===== src/motion_seq_pkg.sv =====
// Package of constants and types for the motion sequencing block
package motion_seq_pkg;

  // ==========================================================================
  // Sizes and timing
  localparam int AXES_MAX       = 4;
  localparam int ERR_W          = 16;
  localparam int DIST_W         = 24;
  localparam int CLK_HZ         = 40000000;
  localparam int INPOS_OFF_US   = 4000;
  localparam int INPOS_OFF_CYC  = (CLK_HZ / 1000000) * INPOS_OFF_US;
  localparam int CNT_W          = 18;

  // ==========================================================================
  // Operating modes and command kinds
  typedef enum logic [1:0] {MODE_PASS, MODE_STOP, MODE_INPOS_OFF} op_mode_e;

  typedef enum logic [3:0] {
    CMD_RAPID_POSITIONING,
    CMD_LINEAR,
    CMD_CIRCULAR,
    CMD_REFERENCE_ORIGIN_RETURN,
    CMD_WORKPIECE_ORIGIN_RETURN,
    CMD_ORIGIN_SEARCH,
    CMD_SPEED_CONTROL,
    CMD_INTERRUPT_FEED,
    CMD_TRAVERSE,
    CMD_PASS_MODE,
    CMD_STOP_MODE,
    CMD_INPOS_CHECK_OFF,
    CMD_PROGRAM_START,
    CMD_UNIT_RESTART
  } cmd_e;

  // ==========================================================================
  // Block request from the program sequencer
  typedef struct packed {
    cmd_e                    cmd;
    logic [AXES_MAX-1:0]     axis_sel;
    logic                    two_stage;
    logic                    skip_opt;
    logic [DIST_W-1:0]       feed_dist;
    logic [DIST_W-1:0]       max_travel;
  } block_req_s;

  // Per-axis drive command
  typedef struct packed {
    logic                    speed_ctl;
    logic                    speed_stage2;
    logic                    pos_ctl;
    logic [DIST_W-1:0]       pos_target;
  } axis_drive_s;

endpackage


===== src/trig_sync.sv =====
// Two-stage synchroniser with rising-edge detect for trigger inputs
`timescale 1ns/100ps
module trig_sync #(
  parameter int WIDTH = 4
) (
  input  wire logic             sys_clk_in,
  input  wire logic             reset_in,
  input  wire logic [WIDTH-1:0] async_in,
  output logic      [WIDTH-1:0] rise_out
);

  typedef struct packed {
    logic [WIDTH-1:0] meta;
    logic [WIDTH-1:0] sync;
    logic [WIDTH-1:0] prev;
    logic [WIDTH-1:0] rise;
  } sync_state_s;

  sync_state_s st;
  sync_state_s next_st;

  always_comb
  begin
    next_st      = st;
    next_st.meta = async_in;
    next_st.sync = st.meta;
    next_st.prev = st.sync;
    next_st.rise = st.sync & ~st.prev;
  end

  always_ff @(posedge sys_clk_in)
  begin
    if (reset_in)
    begin
      st <= '0;
    end
    else
    begin
      st <= next_st;
    end
  end

  assign rise_out = st.rise;

endmodule


===== src/motion_sequencer.sv =====
// Block sequencer: operating modes, in-position judging and interrupt feeding
// Overview of operation
// - Interrupt feeding drives one axis in speed control until its trigger, then positions a fixed distance.
// - Before the trigger the speed reference is either single constant or a two-stage profile.
// - With no trigger within the travel limit the axis stops and aborts with error, or moves on if skip is set.
// - An interrupt feed block must name exactly one axis, otherwise it is refused with an error.
// - General inputs 1 to 4 trigger axes X, Y, Z and U in that order; a two-axis build uses inputs 1 and 2.
// - Three operating modes exist, stop, pass and in-position check off, each set by its own command.
// - Stop mode starts the next block only after positioning is judged complete.
// - Pass mode moves into the next block without checking positioning completion.
// - In-position check off mode acts as stop mode but starts the next block without judging completion.
// - A selected mode holds until another mode-changing event or command.
// - Reset, unit restart, program start and the origin search and return commands force pass mode.
// - Rapid positioning, origin commands, speed control and interrupt feeding always run in stop mode.
// - Positioning is complete when every axis error count lies within the in-position zone.
// - With the in-position check off the next block starts within 4 ms.
`timescale 1ns/100ps
module motion_sequencer #(
  parameter int AXES             = motion_seq_pkg::AXES_MAX,
  parameter int INPOS_OFF_CYCLES = motion_seq_pkg::INPOS_OFF_CYC
) (
  input  wire logic                                           sys_clk_in,
  input  wire logic                                           reset_in,
  input  wire logic                                           block_valid_in,
  input  wire motion_seq_pkg::block_req_s                     block_in,
  input  wire logic [motion_seq_pkg::ERR_W-1:0]               inpos_zone_in,
  input  wire logic [AXES-1:0][motion_seq_pkg::ERR_W-1:0]     err_count_in,
  input  wire logic [AXES-1:0][motion_seq_pkg::DIST_W-1:0]    axis_pos_in,
  input  wire logic [AXES-1:0]                                motion_done_in,
  input  wire logic [AXES-1:0]                                general_in,
  output logic                                                block_ready_out,
  output logic                                                block_done_out,
  output logic                                                prog_abort_out,
  output logic [1:0]                                          op_mode_out,
  output motion_seq_pkg::axis_drive_s [AXES-1:0]              drive_out
);

  // ==========================================================================
  // Elaboration checks
  if (AXES != 2 && AXES != motion_seq_pkg::AXES_MAX)
  begin
    $error("AXES must be 2 or 4");
  end
  if (INPOS_OFF_CYCLES < 1 || INPOS_OFF_CYCLES >= (1 << motion_seq_pkg::CNT_W))
  begin
    $error("INPOS_OFF_CYCLES out of range");
  end

  typedef enum logic [2:0] {ST_IDLE, ST_MOVE, ST_FEED_SPEED, ST_FEED_POS, ST_SETTLE} seq_e;

  typedef struct packed {
    seq_e                                       seq;
    motion_seq_pkg::op_mode_e                   mode;
    motion_seq_pkg::op_mode_e                   blk_mode;
    motion_seq_pkg::block_req_s                 blk;
    logic                                       trig_seen;
    logic                                       ready;
    logic                                       done;
    logic                                       abort;
    logic [motion_seq_pkg::CNT_W-1:0]           wait_cnt;
    motion_seq_pkg::axis_drive_s [AXES-1:0]     drive;
  } seq_state_s;

  seq_state_s st;
  seq_state_s next_st;
  logic [AXES-1:0] trig_rise;

  // ==========================================================================
  // Trigger synchronisation
  // sync and edge
  trig_sync #(.WIDTH(AXES)) u_trig_sync (
    .sys_clk_in (sys_clk_in),
    .reset_in   (reset_in),
    .async_in   (general_in),
    .rise_out   (trig_rise)
  );

  function automatic logic one_hot(input logic [AXES-1:0] v);
    return (v != '0) && ((v & (v - 1'b1)) == '0);
  endfunction

  function automatic logic forced_stop(input motion_seq_pkg::cmd_e c);
    return c inside {motion_seq_pkg::CMD_RAPID_POSITIONING,
                     motion_seq_pkg::CMD_REFERENCE_ORIGIN_RETURN,
                     motion_seq_pkg::CMD_WORKPIECE_ORIGIN_RETURN,
                     motion_seq_pkg::CMD_ORIGIN_SEARCH,
                     motion_seq_pkg::CMD_SPEED_CONTROL,
                     motion_seq_pkg::CMD_INTERRUPT_FEED};
  endfunction

  // ==========================================================================
  // In-position judging
  logic inpos_all;
  logic moves_done;
  logic sel_trig;
  always_comb
  begin
    inpos_all = 1'b1;
    for (int i = 0; i < AXES; i++)
      if (err_count_in[i] > inpos_zone_in)
        inpos_all = 1'b0;
    moves_done = &(motion_done_in | ~st.blk.axis_sel[AXES-1:0]);
    sel_trig   = |(trig_rise & st.blk.axis_sel[AXES-1:0]);
  end

  // ==========================================================================
  // Sequencer
  always_comb
  begin
    next_st       = st;
    next_st.done  = 1'b0;
    case (st.seq)
      ST_IDLE:
      begin
        next_st.ready = 1'b1;
        if (block_valid_in && st.ready)
        begin
          next_st.ready     = 1'b0;
          next_st.blk       = block_in;
          next_st.trig_seen = 1'b0;
          next_st.wait_cnt  = '0;
          next_st.blk_mode  = forced_stop(block_in.cmd) ? motion_seq_pkg::MODE_STOP : st.mode;
          case (block_in.cmd)
            motion_seq_pkg::CMD_PASS_MODE:
            begin
              next_st.mode = motion_seq_pkg::MODE_PASS;
              next_st.done = 1'b1;
              next_st.ready = 1'b1;
            end
            motion_seq_pkg::CMD_STOP_MODE:
            begin
              next_st.mode = motion_seq_pkg::MODE_STOP;
              next_st.done = 1'b1;
              next_st.ready = 1'b1;
            end
            motion_seq_pkg::CMD_INPOS_CHECK_OFF:
            begin
              next_st.mode = motion_seq_pkg::MODE_INPOS_OFF;
              next_st.done = 1'b1;
              next_st.ready = 1'b1;
            end
            motion_seq_pkg::CMD_PROGRAM_START, motion_seq_pkg::CMD_UNIT_RESTART:
            begin
              next_st.mode  = motion_seq_pkg::MODE_PASS;
              next_st.abort = 1'b0;
              next_st.done  = 1'b1;
              next_st.ready = 1'b1;
            end
            motion_seq_pkg::CMD_INTERRUPT_FEED:
            begin
              if (!one_hot(block_in.axis_sel[AXES-1:0]))
              begin
                next_st.abort = 1'b1;
                next_st.ready = 1'b1;
              end
              else
              begin
                next_st.seq = ST_FEED_SPEED;
                for (int i = 0; i < AXES; i++)
                begin
                  next_st.drive[i].speed_ctl    = block_in.axis_sel[i];
                  next_st.drive[i].speed_stage2 = 1'b0;
                  next_st.drive[i].pos_ctl      = 1'b0;
                  next_st.drive[i].pos_target   = axis_pos_in[i] + block_in.max_travel;
                end
              end
            end
            default:
            begin
              if (block_in.cmd inside {motion_seq_pkg::CMD_ORIGIN_SEARCH,
                                       motion_seq_pkg::CMD_REFERENCE_ORIGIN_RETURN,
                                       motion_seq_pkg::CMD_WORKPIECE_ORIGIN_RETURN})
                next_st.mode = motion_seq_pkg::MODE_PASS;
              next_st.seq = ST_MOVE;
              for (int i = 0; i < AXES; i++)
              begin
                next_st.drive[i].pos_ctl    = block_in.axis_sel[i];
                next_st.drive[i].speed_ctl  = 1'b0;
                next_st.drive[i].pos_target = block_in.feed_dist;
              end
            end
          endcase
        end
      end
      ST_FEED_SPEED:
      begin
        if (sel_trig && !st.trig_seen)
        begin
          next_st.trig_seen = 1'b1;
          next_st.seq       = ST_FEED_POS;
          for (int i = 0; i < AXES; i++)
          begin
            next_st.drive[i].speed_ctl    = 1'b0;
            next_st.drive[i].speed_stage2 = 1'b0;
            next_st.drive[i].pos_ctl      = st.blk.axis_sel[i];
            next_st.drive[i].pos_target   = axis_pos_in[i] + st.blk.feed_dist;
          end
        end
        else if (moves_done)
        begin
          next_st.seq = ST_SETTLE;
          next_st.drive = '0;
        end
        else
        begin
          for (int i = 0; i < AXES; i++)
            next_st.drive[i].speed_stage2 = st.blk.axis_sel[i] & st.blk.two_stage;
        end
      end
      ST_MOVE, ST_FEED_POS:
      begin
        if (moves_done)
        begin
          next_st.seq   = ST_SETTLE;
          next_st.drive = '0;
        end
      end
      ST_SETTLE:
      begin
        next_st.wait_cnt = st.wait_cnt + 1'b1;
        if ((st.blk_mode == motion_seq_pkg::MODE_PASS) ||
            (st.blk_mode == motion_seq_pkg::MODE_STOP && inpos_all) ||
            (st.blk_mode == motion_seq_pkg::MODE_INPOS_OFF &&
             st.wait_cnt >= motion_seq_pkg::CNT_W'(INPOS_OFF_CYCLES - 1)))
        begin
          next_st.seq   = ST_IDLE;
          next_st.ready = 1'b1;
          if (st.blk.cmd == motion_seq_pkg::CMD_INTERRUPT_FEED && !st.trig_seen &&
              !st.blk.skip_opt)
            next_st.abort = 1'b1;
          else
            next_st.done = 1'b1;
        end
      end
      default:
      begin
        next_st.seq = ST_IDLE;
      end
    endcase
    // Ready waits for idle after an abort
    if (st.abort && next_st.abort)
      next_st.ready = next_st.ready & (st.seq == ST_IDLE);
  end

  always_ff @(posedge sys_clk_in)
  begin
    if (reset_in)
    begin
      st      <= '0;
      st.mode <= motion_seq_pkg::MODE_PASS;
    end
    else
    begin
      st <= next_st;
    end
  end

  assign block_ready_out = st.ready;
  assign block_done_out  = st.done;
  assign prog_abort_out  = st.abort;
  assign op_mode_out     = st.mode;
  assign drive_out       = st.drive;
endmodule


===== config.mk =====
export PLATFORM = sky130hd
export DESIGN_NAME = motion_sequencer
export DESIGN_NICKNAME = d
export VERILOG_FILES = /design/src/motion_seq_pkg.sv /design/src/trig_sync.sv /design/src/motion_sequencer.sv
export SDC_FILE = /design/constraint.sdc
export NUM_CORES = 1
export LEC_CHECK = 0
export BUFFER_PORTS_ARGS = -buffer_cell sky130_fd_sc_hd__buf_2
export CORE_AREA = 2 2 215 217
export CTS_CLUSTER_SIZE = 40
export DETAILED_ROUTE_END_ITERATION = 8
export DIE_AREA = 0 0 217 219
export GPL_TIMING_DRIVEN = 1
export PLACE_DENSITY = 0.62
export SLEW_MARGIN = 20
export SYNTH_ARGS = -nofsm -noshare
export SYNTH_HDL_FRONTEND = slang
export SYNTH_SLANG_ARGS = --single-unit

===== constraint.sdc =====
create_clock -name sys_clk_in -period 3.75 [get_ports sys_clk_in]
set_input_delay 0.5625 -clock sys_clk_in [delete_from_list [all_inputs] [get_ports sys_clk_in]]
set_output_delay 0.5625 -clock sys_clk_in [all_outputs]
set_load 0.01 [all_outputs]

==> impl_metrics.toml <==
[power_and_ir_drop]
p_switching_mw = 2.55
cellPowerDensity_mw_per_mm2 = 305
power_mw = 6.54
leakage_nw = 9.84
comb_power_share_pct = 36.9
swShare_pct = 39.0
pwr-share-seq_pct = 33.5
p_clk_share_pct = 29.6
p_int_mw = 3.99
vdd_ir_drop_max_v = 0.000325

[final_layout]
fillers = 4496
final-seq-area_mm2 = 0.00374
multi_input_area_mm2 = 0.0137
final_layout_size_suffix_gt1_share_pct = 18.1
syn2layout_area_growth_pct = 13.7
fin_area_mm2 = 0.0214
final_nets = 3217

[placement]
dp_worst_setup_slack_ns = 0.0676
io_buffer_count = 357
hpwlAfterDp_um = 59600
place.gp.congestion = 0.973
placed_area_mm2 = 0.0208

[timing]
fmax_mhz = 284
relSlewSlack_pct = 46.5
worst_pin_slew_ns = 0.793
skew_ns = 0.0130
period_minus_slack_ns = 3.52
setup_ws_ns = 0.227
finalSetupTns_ns = 0
rsz0062_at_grt = "false"
slew_violations = 0
setup_viol_count_final = 0
holdWs_ns = 0.265
fin_crit_sh_pct = 94.0
hold_viol = 0

[synthesis]
synth-simple-area-share_pct = 20.2
syn-cell-area_mm2 = 0.0189
synth_mux_area_share_pct = 0.710
ys.flop_type = "dfxtp_1"
syn_nets = 2972
synth_xor_area_share_pct = 6.60
synth.distinct_cells = 75
synth_edf_count = 0
synth.avg_cell_area_um2 = 7.63
synth_seq_cells = 187
ys_seq_area_share_pct = 19.9
async_reset_ff_share_pct = 0
synth_top_family_by_area = "compound AO/OA/AOI/OAI gates"
ys_warn_count = 0
postSynthCellCount = 2470
synth_compound_area_share_pct = 27.6
synthAdderAreaFrac_pct = 17.4

[job]
drv_cap = 0

[route]
first_pass_iters = 5
drtIter0Drc = 1394
avgRoutedWirePerCell_um = 22.4
viasPerCell = 5.99
wl_um = 74600
drcViolationCount = 0
ant_nets = 0
dr_total_vias = 19937

[global_routing]
grtUsageTotal_pct = 30.8
grt-ovfl-total = 0
grt_pass1_vias = 19062
antenna_found_initial = 3
grt_max_degree = 132
grt_pass1_wl_um = 111000

[clock_network]
clkSlewWorstSetupHoldPaths_ns = 0.09
cts_tree = "yes"
postCtsSetupRepairBufs = 0
cts-root-buf = "clkbuf_16"
cts-buffers-inserted = 17
clock_path_buffers = 2
clkSinkCount = 187
clk_latency_ns = 0.52
h-tree-depth = 4
cts-hold-fix-buffers = 0
cts_resized = 0

[critical_path]
worstPathRequired_ns = 4.17
slowest_stage = "o21ai_0"
worst-path-max-fanout = 5
path_cells = "ha_1 -> fa_1 -> a211oi_1 -> o21ai_0 -> a31oi_1 -> o21a_1 -> or3_1 -> a21boi_0 -> o21ai_0 -> mux2i_1 -> o31a_1"
setup.worst_path.class = "register to register"
slowest_delay_ns = 0.49
cp_common_cell = "o21ai_0"
cp.arrival_ns = 3.94
crit_path_end_kind = "register"
crit_path_start_kind = "register"

[die]
initial_core_util_pct = 41.8
fp.dieH_um = 219
ioPinCount = 358
die_width_um = 217
dieArea_mm2 = 0.0475
fp-row-count = 78
core_mm2 = 0.0451

[min_path]
hp-class = "input pin to register"

[run_status]
status = "finished clean"
## power groups by stage
stage | clock network (mW) | registers [mW] | logic (mW)
CTS | 1.99 | 2.19 | 2.38
global route | 2.05 | 2.20 | 2.65
finish | 1.94 | 2.19 | 2.41
floorplan | 0 | 2.19 | 1.66
detailed placement | 0 | 2.24 | 2.37
global placement | 0 | 2.23 | 2.34
## layout make-up
type	instances	area share [%]
antenna	3	0.0350
sequential	187	17.5
multi-input combinational	2017	63.9
clock buffer	19	2.07
inverter	64	1.12
timing repair buffer	428	11.2
clock inverter	13	0.695
tap	600	3.50
## critical path, delay by kind of cell (launching register included)
family | cells | cell delay, ns
AOI/OAI and AO/OA | 7 | 1.92
DFF | 1 | 0.48
muxes | 1 | 0.15
adders and majority gates | 2 | 0.51
and+or+nand+nor | 1 | 0.38
## cell usage after synthesis (11+ instances only)
cell        n  area (µm²)
a211oi_1   72         541
a21o_1     84         631
a21oi_1   212        1060
a221oi_1   50         438
a22oi_1    12        90.1
a31oi_1    39         244
and3_1     24         150
buf_2      14        70.1
buf_4     110         826
clkbuf_1   74         278
dfxtp_1   187        3740
ha_1      249        3120
inv_1      64         240
nand2_1   215         807
nand2b_1   23         144
nand3_1    61         305
nand4_1    23         144
nor2_1    233         875
nor2b_1    32         200
nor3_1    105         526
nor4_1     11        68.8
o211ai_1   17         128
o21a_1     36         270
o21ai_0   153         766
o21bai_1   23         173
o31ai_1    20         150
or2_2      11        68.8
or3_1      21         131
xnor2_1    89         780
xor2_1     53         464
## cells by family (layout without fill, tap and decap cells)
| group | count (synthesis) | count (layout) |
|---|---|---|
| AND/OR/NAND/NOR | 808 | 808 |
| AO/OA/AOI/OAI | 797 | 797 |
| buffers and inverters | 266 | 524 |
| adder cells (fa/ha/maj) | 257 | 257 |
| flip-flops | 187 | 187 |
| XOR/XNOR | 142 | 142 |
| multiplexers | 13 | 13 |
| other | 0 | 3 |
## cell usage in the layout, fill, tap and decap left out, types with 17 or more instances in the layout
cell type    n
o31ai_1     20
dfxtp_1    187
xnor2_1     89
a211oi_1    72
a21o_1      84
nor2_1     231
nor3_1     105
o21a_1      36
o21ai_0    153
clkbuf_16   17
xor2_1      53
or3_1       21
and3_1      24
o211ai_1    17
a31oi_1     39
nand3_1     59
buf_4       65
o21bai_1    23
nor2b_1     31
nand2b_1    23
a221oi_1    50
inv_1       64
buf_2      356
nand4_1     23
ha_1       249
nand2_1    215
a21oi_1    212
## per-layer routing
metal / GRT usage [%] / share of wire (%) / vias up
li1: - / - / 9510
met5: 0 / 0 / -
met3: 5.53 / 7.7 / 114
met2: 49.6 / 45 / 838
met1: 41.3 / 44 / 9475
met4: 10.8 / 2.9 / 0
## flip-flops by register name (all words and copies together) (netlist names)
name                  count
block_done_out            1
st                       58
prog_abort_out            1
drive_out               108
u_trig_sync.next_st       8
u_trig_sync.st            4
u_trig_sync.rise_out      4
block_ready_out           1
op_mode_out               2
## worst paths after layout
path,start,to,slack (ns),depth (start not counted)
max reg2reg,st[154],drive_out[22],0.23,11
max,st[154],drive_out[22],0.23,11
min reg2reg,u_trig_sync.st[4],u_trig_sync.rise_out[0],0.39,1
min,general_in[0],u_trig_sync.next_st[8],0.27,2
## per-stage QoR
| step | instances | util [%] |
|---|---|---|
| 6_report | 3331 | 47.5 |
| 3_3_place_gp | 3296 | 46.2 |
| 5_1_grt | 3331 | 47.5 |
| 3_5_place_dp | 3296 | 46.2 |
| 2_1_floorplan | 2470 | - |
| 4_1_cts | 3328 | 47.5 |
(Power assumes the default switching activity.)
